`config.mk`:
```
export PLATFORM = sky130hd
export DESIGN_NAME = lpta_top
export DESIGN_NICKNAME = d
export VERILOG_FILES = /design/src/rtl/lpta_pkg.sv /design/src/rtl/lpta_top.sv
export VERILOG_INCLUDE_DIRS = /design/src /design/src/rtl
export SDC_FILE = /design/constraint.sdc
export NUM_CORES = 1
export LEC_CHECK = 0
export ABC_CLOCK_PERIOD_IN_PS = 6000
export BUFFER_PORTS_ARGS = -buffer_cell sky130_fd_sc_hd__buf_2
export CORE_MARGIN = 8
export CORE_UTILIZATION = 40
export DETAILED_ROUTE_END_ITERATION = 10
export REMOVE_ABC_BUFFERS = 1
export SETUP_SLACK_MARGIN = 0.2
export SLEW_MARGIN = 15
export SYNTH_ARGS = -nofsm -noshare
export SYNTH_HDL_FRONTEND = slang
export SYNTH_SLANG_ARGS = --single-unit
```
`constraint.sdc`:
```
create_clock -name CLK_I -period 6 [get_ports CLK_I]
set_input_delay 0.6 -clock CLK_I [delete_from_list [all_inputs] [get_ports CLK_I]]
set_output_delay 0.6 -clock CLK_I [all_outputs]
set_load 0.005 [all_outputs]
```
`src/rtl/lpta_consts.svh`:
```
/*
  Constants of the line port timing adjust block: command code, control
  byte fields, register offsets, reset values and conversion figures.
  Assumes inclusion by bare name from the design file.
*/
`ifndef LPTA_CONSTS_SVH
`define LPTA_CONSTS_SVH

// Command code and control byte fields
`define LPTA_CMD_ADJUST 8'hC3
`define LPTA_SEL_MSB 7
`define LPTA_SEL_LSB 5
`define LPTA_OD_BIT 4
`define LPTA_VAL_MSB 3
`define LPTA_VAL_LSB 0

// Register byte offsets
`define LPTA_OFF_CTRL 8'h00
`define LPTA_OFF_STAT 8'h04
`define LPTA_OFF_CODES 8'h08
`define LPTA_OFF_TIMES 8'h0C
`define LPTA_OFF_TIMES2 8'h10

// Status bit positions
`define LPTA_ST_BUSY 0
`define LPTA_ST_DROP 1
`define LPTA_ST_LINE 2

// Default value codes after reset
`define LPTA_DEF_RSTL 4'h6
`define LPTA_DEF_MSP 4'h6
`define LPTA_DEF_W0L 4'h6
`define LPTA_DEF_REC 4'h0
`define LPTA_DEF_WEAK_PULLUP_RESISTANCE 4'h0

// Conversion figures, in quarter microseconds; the two knees are value codes
`define LPTA_RSTL_STD_BASE 12'h6E0
`define LPTA_RSTL_STD_STEP 12'h050
`define LPTA_RSTL_OD_BASE 12'h0B0
`define LPTA_RSTL_OD_STEP 12'h008
`define LPTA_MSP_STD_LOW 12'h0E8
`define LPTA_MSP_STD_STEP 12'h008
`define LPTA_MSP_STD_MAX 12'h130
`define LPTA_MSP_OD_LOW 12'h016
`define LPTA_MSP_OD_STEP 12'h002
`define LPTA_MSP_OD_MAX 12'h02C
`define LPTA_W0L_STD_BASE 12'h0D0
`define LPTA_W0L_STD_STEP 12'h008
`define LPTA_W0L_STD_MAX 12'h118
`define LPTA_W0L_OD_ZERO 12'h014
`define LPTA_W0L_OD_LOW 12'h016
`define LPTA_W0L_OD_STEP 12'h002
`define LPTA_W0L_OD_MAX 12'h028
`define LPTA_REC_LOW 12'h00B
`define LPTA_REC_BASE 12'h015
`define LPTA_REC_STEP 12'h00A
`define LPTA_REC_MAX 12'h065
`define LPTA_REC_KNEE 4'h6
`define LPTA_WEAK_PULLUP_RESISTANCE_KNEE 4'h6

`endif

```
`src/rtl/lpta_pkg.sv`:
```
/*
  Types of the line port timing adjust block.
  Assumes nothing beyond a SystemVerilog compiler.
*/
package lpta_pkg;

  typedef logic [3:0] lpta_code_t;
  typedef logic [11:0] lpta_qus_t;

  typedef enum logic [3:0] {
    ST_IDLE = 4'h1,
    ST_CMD = 4'h2,
    ST_WAIT = 4'h4,
    ST_DROP = 4'h8
  } lpta_state_e;

  typedef enum logic [2:0] {
    SEL_RSTL = 3'h0,
    SEL_MSP = 3'h1,
    SEL_W0L = 3'h2,
    SEL_REC = 3'h3,
    SEL_WEAK_PULLUP_RESISTANCE = 3'h4
  } lpta_sel_e;

endpackage

```
`src/rtl/lpta_top.sv`:
```
/*
  Port parameter store of a serial-to-single-line bridge and the decoder
  of its port-adjust command, with a classic Wishbone register slave.
  Assumes a host-side byte engine that reports each received byte, the
  rising clock edge of each acknowledge bit and each stop condition, all
  synchronous to CLK_I.
*/
`timescale 1ns/1ps
`include "lpta_consts.svh"

// Notes on behaviour
// Command code C3h plus one control byte updates the selected parameter.
// Power-on reset and device reset restore every parameter default.
// The host sends the command only once line activity has finished.
// With the line busy at the command code, both bytes are refused.
// The update lands at the control byte acknowledge edge, no line action.
// On completion the read pointer moves to the port configuration.
// Control bits 7:5 select reset low, sample, write-zero, recovery, pullup.
// Control bit 4 chooses the standard or overdrive copy of a timing value.
// Recovery and pullup ignore bit 4 and hold one shared value.
// Control bits 3:0 are a value code converted per parameter.
// Reset low is 440+20n us standard and 44+2n us overdrive.
// Presence sample is 58 us rising 2 to 76, or 5.5 rising 0.5 to 11.
// Write-zero low is 52+2n to 70, or 5.0 then 5.5 up by 0.5 to 10.
// Recovery is 2.75 to code 5, then 5.25 up by 2.5 to 25.25.
// Pullup is 500 ohms to code 5 and 1000 ohms from code 6.
// Defaults are fixed constants of the design.
// Timing outputs follow the current speed and expose the stored code.
module lpta_top #(
  parameter int ADR_W = 8
) (
  input wire logic CLK_I,
  input wire logic RST_I,
  input wire logic CYC_I,
  input wire logic STB_I,
  input wire logic WE_I,
  input wire logic [ADR_W-1:0] ADR_I,
  input wire logic [3:0] SEL_I,
  input wire logic [31:0] DAT_I,
  output logic [31:0] DAT_O,
  output logic ACK_O,
  output logic ERR_O,
  input wire logic BYTE_STB_I,
  input wire logic [7:0] BYTE_I,
  input wire logic FIRST_BYTE_I,
  input wire logic ACK_RISE_I,
  input wire logic STOP_I,
  output logic BYTE_ACK_O,
  input wire logic LINE_BUSY_I,
  input wire logic OVERDRIVE_I,
  input wire logic DEV_RESET_I,
  output logic PTR_PORT_O,
  output logic [3:0] RSTL_CODE_O,
  output logic [3:0] MSP_CODE_O,
  output logic [3:0] W0L_CODE_O,
  output logic [3:0] REC_CODE_O,
  output logic [11:0] RSTL_QUS_O,
  output logic [11:0] MSP_QUS_O,
  output logic [11:0] W0L_QUS_O,
  output logic [11:0] REC_QUS_O,
  output logic PULLUP_1K_O
);

  generate
    if (ADR_W < 8) begin : g_chk
      $error("ADR_W must be at least 8");
    end
  endgenerate

  localparam int NSLOT = 8;

  lpta_pkg::lpta_state_e state_q;
  lpta_pkg::lpta_state_e state_d;
  logic [7:0] ctrl_q;
  logic [7:0] last_q;
  logic byte_ack_q;
  logic ptr_q;
  logic drop_q;
  logic apply_bus;
  logic apply_sw;
  logic apply;
  logic [7:0] apply_byte;
  logic [2:0] slot;
  lpta_pkg::lpta_code_t code_q [NSLOT];
  logic wb_req;
  logic wb_wr;
  logic wb_rd;
  logic wb_hit;
  logic [7:0] wb_adr;
  logic ack_q;
  logic err_q;
  logic [31:0] rdat_q;
  logic [31:0] rdat_d;

  // Slot of a control byte: two copies per timing value, one for the rest
  function automatic logic [2:0] slot_of(input logic [7:0] b);
    logic [2:0] sel;
    sel = b[`LPTA_SEL_MSB:`LPTA_SEL_LSB];
    if (sel == lpta_pkg::SEL_REC) begin
      slot_of = 3'h6;
    end else if (sel == lpta_pkg::SEL_WEAK_PULLUP_RESISTANCE) begin
      slot_of = 3'h7;
    end else begin
      slot_of = {sel[1:0], b[`LPTA_OD_BIT]};
    end
  endfunction

  function automatic logic sel_ok(input logic [7:0] b);
    sel_ok = (b[`LPTA_SEL_MSB:`LPTA_SEL_LSB] <= lpta_pkg::SEL_WEAK_PULLUP_RESISTANCE);
  endfunction

  function automatic lpta_pkg::lpta_code_t def_of(input int s);
    case (s)
      0, 1: def_of = `LPTA_DEF_RSTL;
      2, 3: def_of = `LPTA_DEF_MSP;
      4, 5: def_of = `LPTA_DEF_W0L;
      6: def_of = `LPTA_DEF_REC;
      default: def_of = `LPTA_DEF_WEAK_PULLUP_RESISTANCE;
    endcase
  endfunction

  // Conversions, results in quarter microseconds
  function automatic lpta_pkg::lpta_qus_t rstl_qus(
    input lpta_pkg::lpta_code_t n,
    input logic od
  );
    lpta_pkg::lpta_qus_t nn;
    nn = {8'h00, n};
    if (od) begin
      rstl_qus = 12'(`LPTA_RSTL_OD_BASE + nn * `LPTA_RSTL_OD_STEP);
    end else begin
      rstl_qus = 12'(`LPTA_RSTL_STD_BASE + nn * `LPTA_RSTL_STD_STEP);
    end
  endfunction

  function automatic lpta_pkg::lpta_qus_t msp_qus(
    input lpta_pkg::lpta_code_t n,
    input logic od
  );
    lpta_pkg::lpta_qus_t k;
    lpta_pkg::lpta_qus_t v;
    k = (n < 4'h2) ? 12'h000 : {8'h00, 4'(n - 4'h1)};
    if (od) begin
      v = 12'(`LPTA_MSP_OD_LOW + k * `LPTA_MSP_OD_STEP);
      msp_qus = (v > `LPTA_MSP_OD_MAX) ? `LPTA_MSP_OD_MAX : v;
    end else begin
      v = 12'(`LPTA_MSP_STD_LOW + k * `LPTA_MSP_STD_STEP);
      msp_qus = (v > `LPTA_MSP_STD_MAX) ? `LPTA_MSP_STD_MAX : v;
    end
  endfunction

  function automatic lpta_pkg::lpta_qus_t w0l_qus(
    input lpta_pkg::lpta_code_t n,
    input logic od
  );
    lpta_pkg::lpta_qus_t v;
    if (od) begin
      v = 12'(`LPTA_W0L_OD_LOW + {8'h00, 4'(n - 4'h1)} * `LPTA_W0L_OD_STEP);
      if (n == 4'h0) begin
        w0l_qus = `LPTA_W0L_OD_ZERO;
      end else begin
        w0l_qus = (v > `LPTA_W0L_OD_MAX) ? `LPTA_W0L_OD_MAX : v;
      end
    end else begin
      v = 12'(`LPTA_W0L_STD_BASE + {8'h00, n} * `LPTA_W0L_STD_STEP);
      w0l_qus = (v > `LPTA_W0L_STD_MAX) ? `LPTA_W0L_STD_MAX : v;
    end
  endfunction

  function automatic lpta_pkg::lpta_qus_t rec_qus(
    input lpta_pkg::lpta_code_t n
  );
    lpta_pkg::lpta_qus_t v;
    v = 12'(`LPTA_REC_BASE
      + {8'h00, 4'(n - `LPTA_REC_KNEE)} * `LPTA_REC_STEP);
    if (n < `LPTA_REC_KNEE) begin
      rec_qus = `LPTA_REC_LOW;
    end else begin
      rec_qus = (v > `LPTA_REC_MAX) ? `LPTA_REC_MAX : v;
    end
  endfunction

  // Command sequencer on the host byte stream
  always_comb begin
    state_d = state_q;
    apply_bus = 1'b0;
    unique case (state_q)
      lpta_pkg::ST_IDLE: begin
        if (BYTE_STB_I && FIRST_BYTE_I && BYTE_I == `LPTA_CMD_ADJUST) begin
          state_d = LINE_BUSY_I ? lpta_pkg::ST_DROP : lpta_pkg::ST_CMD;
        end
      end
      lpta_pkg::ST_CMD: begin
        if (STOP_I || (BYTE_STB_I && FIRST_BYTE_I)) begin
          state_d = lpta_pkg::ST_IDLE;
        end else if (BYTE_STB_I) begin
          state_d = sel_ok(BYTE_I) ? lpta_pkg::ST_WAIT : lpta_pkg::ST_DROP;
        end
      end
      lpta_pkg::ST_WAIT: begin
        if (ACK_RISE_I) begin
          apply_bus = 1'b1;
          state_d = lpta_pkg::ST_IDLE;
        end else if (STOP_I) begin
          state_d = lpta_pkg::ST_IDLE;
        end
      end
      lpta_pkg::ST_DROP: begin
        if (STOP_I || (BYTE_STB_I && FIRST_BYTE_I)) begin
          state_d = lpta_pkg::ST_IDLE;
        end
      end
    endcase
  end

  always_ff @(posedge CLK_I or posedge RST_I) begin
    if (RST_I) begin
      state_q <= lpta_pkg::ST_IDLE;
    end else if (DEV_RESET_I) begin
      state_q <= lpta_pkg::ST_IDLE;
    end else begin
      state_q <= state_d;
    end
  end

  // Control byte capture
  always_ff @(posedge CLK_I or posedge RST_I) begin
    if (RST_I) begin
      ctrl_q <= 8'h00;
    end else if (state_q == lpta_pkg::ST_CMD && BYTE_STB_I) begin
      ctrl_q <= BYTE_I;
    end
  end

  // Acknowledge level for the byte just received
  always_ff @(posedge CLK_I or posedge RST_I) begin
    if (RST_I) begin
      byte_ack_q <= 1'b0;
    end else if (BYTE_STB_I) begin
      if (state_q == lpta_pkg::ST_IDLE && FIRST_BYTE_I
          && BYTE_I == `LPTA_CMD_ADJUST) begin
        byte_ack_q <= !LINE_BUSY_I;
      end else if (state_q == lpta_pkg::ST_CMD && !FIRST_BYTE_I) begin
        byte_ack_q <= sel_ok(BYTE_I);
      end else begin
        byte_ack_q <= 1'b0;
      end
    end
  end

  // Software path writes a control byte while the line is idle
  assign wb_req = CYC_I && STB_I && !ack_q && !err_q;
  assign wb_adr = ADR_I[7:0];
  assign wb_hit = (wb_adr == `LPTA_OFF_CTRL) || (wb_adr == `LPTA_OFF_STAT)
    || (wb_adr == `LPTA_OFF_CODES) || (wb_adr == `LPTA_OFF_TIMES)
    || (wb_adr == `LPTA_OFF_TIMES2);
  assign wb_wr = ack_q && CYC_I && STB_I && WE_I;
  assign wb_rd = wb_req && !WE_I && wb_hit;
  assign apply_sw = wb_wr && wb_adr == `LPTA_OFF_CTRL && SEL_I[0]
    && !LINE_BUSY_I && sel_ok(DAT_I[7:0]);
  assign apply = apply_bus || (apply_sw && !DEV_RESET_I);
  assign apply_byte = apply_bus ? ctrl_q : DAT_I[7:0];
  assign slot = slot_of(apply_byte);

  // Parameter code store, one entry per slot
  generate
    for (genvar s = 0; s < NSLOT; s++) begin : g_slot
      always_ff @(posedge CLK_I or posedge RST_I) begin
        if (RST_I) begin
          code_q[s] <= def_of(s);
        end else if (DEV_RESET_I) begin
          code_q[s] <= def_of(s);
        end else if (apply && slot == 3'(s)) begin
          code_q[s] <= apply_byte[`LPTA_VAL_MSB:`LPTA_VAL_LSB];
        end
      end
    end
  endgenerate

  // Read pointer pulse and record of the last applied byte
  always_ff @(posedge CLK_I or posedge RST_I) begin
    if (RST_I) begin
      ptr_q <= 1'b0;
      last_q <= 8'h00;
    end else begin
      ptr_q <= apply;
      if (DEV_RESET_I) begin
        last_q <= 8'h00;
      end else if (apply) begin
        last_q <= apply_byte;
      end
    end
  end

  // Dropped-command flag, set wins over clear
  always_ff @(posedge CLK_I or posedge RST_I) begin
    if (RST_I) begin
      drop_q <= 1'b0;
    end else if (state_q == lpta_pkg::ST_IDLE && BYTE_STB_I && FIRST_BYTE_I
                 && BYTE_I == `LPTA_CMD_ADJUST && LINE_BUSY_I) begin
      drop_q <= 1'b1;
    end else if (wb_wr && wb_adr == `LPTA_OFF_STAT && SEL_I[0]
                 && DAT_I[`LPTA_ST_DROP]) begin
      drop_q <= 1'b0;
    end
  end

  // Timing outputs for the current speed
  always_ff @(posedge CLK_I or posedge RST_I) begin
    if (RST_I) begin
      RSTL_CODE_O <= 4'h0;
      MSP_CODE_O <= 4'h0;
      W0L_CODE_O <= 4'h0;
      REC_CODE_O <= 4'h0;
      RSTL_QUS_O <= 12'h000;
      MSP_QUS_O <= 12'h000;
      W0L_QUS_O <= 12'h000;
      REC_QUS_O <= 12'h000;
      PULLUP_1K_O <= 1'b0;
    end else begin
      RSTL_CODE_O <= code_q[{2'b00, OVERDRIVE_I}];
      MSP_CODE_O <= code_q[{2'b01, OVERDRIVE_I}];
      W0L_CODE_O <= code_q[{2'b10, OVERDRIVE_I}];
      REC_CODE_O <= code_q[6];
      RSTL_QUS_O <= rstl_qus(code_q[{2'b00, OVERDRIVE_I}], OVERDRIVE_I);
      MSP_QUS_O <= msp_qus(code_q[{2'b01, OVERDRIVE_I}], OVERDRIVE_I);
      W0L_QUS_O <= w0l_qus(code_q[{2'b10, OVERDRIVE_I}], OVERDRIVE_I);
      REC_QUS_O <= rec_qus(code_q[6]);
      PULLUP_1K_O <= (code_q[7] >= `LPTA_WEAK_PULLUP_RESISTANCE_KNEE);
    end
  end

  // Register read mux
  always_comb begin
    rdat_d = 32'h0000_0000;
    unique case (wb_adr)
      `LPTA_OFF_CTRL: rdat_d = {24'h00_0000, last_q};
      `LPTA_OFF_STAT: begin
        rdat_d[`LPTA_ST_BUSY] = (state_q != lpta_pkg::ST_IDLE);
        rdat_d[`LPTA_ST_DROP] = drop_q;
        rdat_d[`LPTA_ST_LINE] = LINE_BUSY_I;
      end
      `LPTA_OFF_CODES: rdat_d = {code_q[7], code_q[6], code_q[5], code_q[4],
        code_q[3], code_q[2], code_q[1], code_q[0]};
      `LPTA_OFF_TIMES: rdat_d = {4'h0, MSP_QUS_O, 4'h0, RSTL_QUS_O};
      `LPTA_OFF_TIMES2: rdat_d = {3'h0, PULLUP_1K_O, REC_QUS_O,
        4'h0, W0L_QUS_O};
      default: rdat_d = 32'h0000_0000;
    endcase
  end

  // Wishbone answer, one cycle after the strobe
  always_ff @(posedge CLK_I or posedge RST_I) begin
    if (RST_I) begin
      ack_q <= 1'b0;
      err_q <= 1'b0;
      rdat_q <= 32'h0000_0000;
    end else begin
      ack_q <= wb_req && wb_hit;
      err_q <= wb_req && !wb_hit;
      if (wb_rd) begin
        rdat_q <= rdat_d;
      end
    end
  end

  assign DAT_O = rdat_q;
  assign ACK_O = ack_q;
  assign ERR_O = err_q;
  assign BYTE_ACK_O = byte_ack_q;
  assign PTR_PORT_O = ptr_q;

endmodule

```
==> qor.yml <==
setup_path:
  worst_r2r_path_depth: 6
  criticalPathCategory: "in2reg"
  critical_path.top_delay_family: "simple AND/OR/NAND/NOR gates"
  crit_path_end_kind: "flop"
  timing.rr.start: "state_q[3]"
  cp_cell_sequence: "buf_2 > or4b_2 > and2_1 > nand2_1 > inv_1 > ha_1 > nand4b_1 > mux2i_1 > a32oi_1 > o32a_1"
  crit_path_top_delay_cell: "or4b_2"
  required_ns: 6.31
  r2r_end: "code_q[6]"
  cp_num_buf_inv: 2
  cp_max_fo: 35
  critPathArrivalTime_ns: 3.44
  start_kind: "input pin"
  cpPeakStageDelay_ns: 0.68
  r2r_slack_ns: 3.08
die:
  die_w_um: 149
  core_area_mm2: 0.0173
  design.die.area_mm2: 0.0222
  die_height_um: 149
  num_io_pins: 165
  start_util: 0.408
  floorplan.rows: 48
pwr:
  powerDensity_mw_per_mm2: 288
  comb_power_share: 0.081
  vdd_ir_drop_max_mv: 0.230
  power.switching_w: 0.000565
  power_w: 0.00244
  leakage_nw: 4.11
  p_int_w: 0.00188
  netSwitchingFraction: 0.231
  pwr-share-seq: 0.420
  power.share.clock: 0.499
clock_network:
  cts_sinks: 140
  cts_buffers: 17
  clockBufferDepth: 2
  clock_latency_ns: 0.43
  cts_resized: 0
  clkTransAtPathRegs_ns: 0.06
  root_buffer: "clkbuf_16"
  cts-hold-fix-buffers: 0
  h-tree-depth: 4
  cts_tree: "yes"
  postCtsSetupRepairBufs: 0
placement:
  port-buffer-count: 123
  dp_hpwl_um: 14100
  place_inst: 993
  gp_routability_congestion: 0.889
  post-place-ws_ns: 2.47
synthesis:
  synth_top_cell_by_area: "dfrtp_1"
  ys_seq_area_frac: 0.498
  synth_cell_types: 69
  ys_warn_count: 0
  synth_seq_cells: 140
  syn-mean-instance-area_um2: 10.4
  yosysMostFrequentCell: "dfrtp_1"
  syn-cell-area_mm2: 0.00706
  synth_edf_count: 0
  synth_top_area_share: 0.450
  syn_inst: 676
  synthArstFlopShare: 1.00
  synth.area.top_cells: "dfrtp_1 (45%), mux2i_1 (6.0%), dfstp_2 (4.8%)"
  synthFlopType: "dfrtp_1"
  synth_common_cells: "dfrtp_1 (127), nand2_1 (63), nor2_1 (57)"
grt:
  groute.usage.overall: 0.181
  grt_max_degree: 78
  grt-ovfl-total: 0
  antenna_found_initial: 0
  grt_pass1_wl_um: 31600
  grt_pass1_vias: 5952
timing:
  setup_viol: 0
  setup_tns_ns: 0
  clock.fmax_mhz: 319
  maxSlewHeadroom: 0.228
  hold_violations: 0
  final_max_slew_viol_count: 0
  final.setup.worst_slack_ns: 2.87
  period_needed_ns: 3.13
  final.period_utilization: 0.522
  skew_ns: 0.00947
  tightest_slew_ns: 1.15
  rsz0062_at_grt: "false"
detailed_routing:
  num_vias: 5686
  avgViaCountPerCell: 5.55
  route.detailed.drc: 0
  drt_wl_total_um: 19600
  drtIter0Drc: 344
  drtAntennaViolNets: 0
  first_pass_iters: 5
  wl_per_cell_um: 19.1
status:
  status: "complete, no violations"
finish:
  drive_above_1_share: 0.253
  layout.cells.non_filler: 1025
  nNetsFinal: 875
  area_delta_synth_final_pct: 20.3
  antennaDiodeCount: 0
hold_path:
  holdCritPathClass: "in2async"
flow_run:
  drv_cap: 0
## cell type report
cell class | instances | area (um^2)
sequential | 140 | 3520
clock inverter | 10 | 209
inverter | 33 | 130
clock buffer | 22 | 474
multi-input combinational | 468 | 3240
fill | 1619 | 8800
tap | 225 | 282
timing repair buffer | 127 | 646
## cell families after synthesis
logic type                 after synthesis  share of synthesized area
DFF                                    140                      0.498
muxes                                   58                     0.0850
adders and majority gates               24                     0.0446
buffers and inverters                   83                     0.0540
xor gates and xnor gates                16                     0.0198
other                                    2                    0.00106
and+or+nand+nor                        217                      0.160
AOI/OAI and AO/OA                      136                      0.137
## flip-flops by register name, summed over array words and instances, names as in the netlist
signal       count
MSP_CODE_O       4
ctrl_q           8
ERR_O            1
PTR_PORT_O       1
W0L_CODE_O       4
drop_q           1
REC_CODE_O       4
MSP_QUS_O        8
RSTL_CODE_O      4
last_q           8
BYTE_ACK_O       1
PULLUP_1K_O      1
REC_QUS_O        9
W0L_QUS_O        8
DAT_O           32
ACK_O            1
RSTL_QUS_O       9
state_q          4
code_q          32
## metal layers
metal	vias to the layer above	wire length [um]	global-route usage
li1	2625	-	-
met1	2819	8380	0.222
met2	209	9450	0.298
met3	33	1380	0.0510
met4	0	347	0.0697
met5	-	0	0
## metrics by stage
stage	util	hold slack, ns	area [um^2]
6_report	0.491	0.284	8500
5_1_grt	0.491	0.341	8500
4_1_cts	0.491	0.316	8500
3_5_place_dp	0.452	0.465	7810
3_3_place_gp	0.452	0.456	7810
2_1_floorplan	-	0.450	6860
## worst reg2reg max path: stages (launching register included)
cell and delay (ns):
dfrtp_1 0.48, nor4b_2 0.68, nand2_1 0.39, o31a_1 0.37, clkinv_2 0.27, o2111ai_2 0.26, mux2_2 0.34
## layout by cell type (no fill, tap or decap), types with 5 or more instances in the layout
cell type	Yosys	final
nand2_1	63	63
mux2_2	16	16
inv_1	31	30
or4_1	5	5
a31oi_1	8	8
o21ai_0	27	27
xor2_1	6	6
and2_1	6	6
mux2i_1	42	42
a222oi_1	14	14
a221oi_1	7	7
nor2b_1	6	6
a21o_1	5	5
nand4_1	5	5
dfrtp_1	127	127
conb_1	2	17
and3_1	11	11
nand2b_1	8	8
nor2_1	57	57
bufinv_16	0	6
xnor2_1	10	10
a211oi_1	8	8
clkbuf_16	0	17
ha_1	22	22
a22o_1	10	10
dfstp_2	13	13
buf_2	7	123
nor3_1	16	16
nand3_1	9	9
a21oi_1	20	20
## power groups by stage
stage	clock [W]	combinational (W)	sequential, W
2_1_floorplan	0	0.000125	0.00103
3_3_place_gp	0	0.000194	0.00104
3_5_place_dp	0	0.000200	0.00104
4_1_cts	0.00124	0.000201	0.00103
5_1_grt	0.00128	0.000227	0.00103
6_report	0.00122	0.000199	0.00103
## worst max path at each step
| stage | from | to | slack (ns) | cells after the start |
|---|---|---|---|---|
| 2_1_floorplan | RST_I | ACK_O | 1.67 | 1 |
| 3_3_place_gp | OVERDRIVE_I | MSP_QUS_O[4] | 2.49 | 10 |
| 3_5_place_dp | OVERDRIVE_I | MSP_QUS_O[4] | 2.47 | 10 |
| 4_1_cts | OVERDRIVE_I | MSP_QUS_O[4] | 2.92 | 10 |
| 5_1_grt | OVERDRIVE_I | MSP_QUS_O[4] | 2.72 | 10 |
| 6_report | OVERDRIVE_I | MSP_QUS_O[4] | 2.87 | 10 |
(Power assumes the default switching activity.)
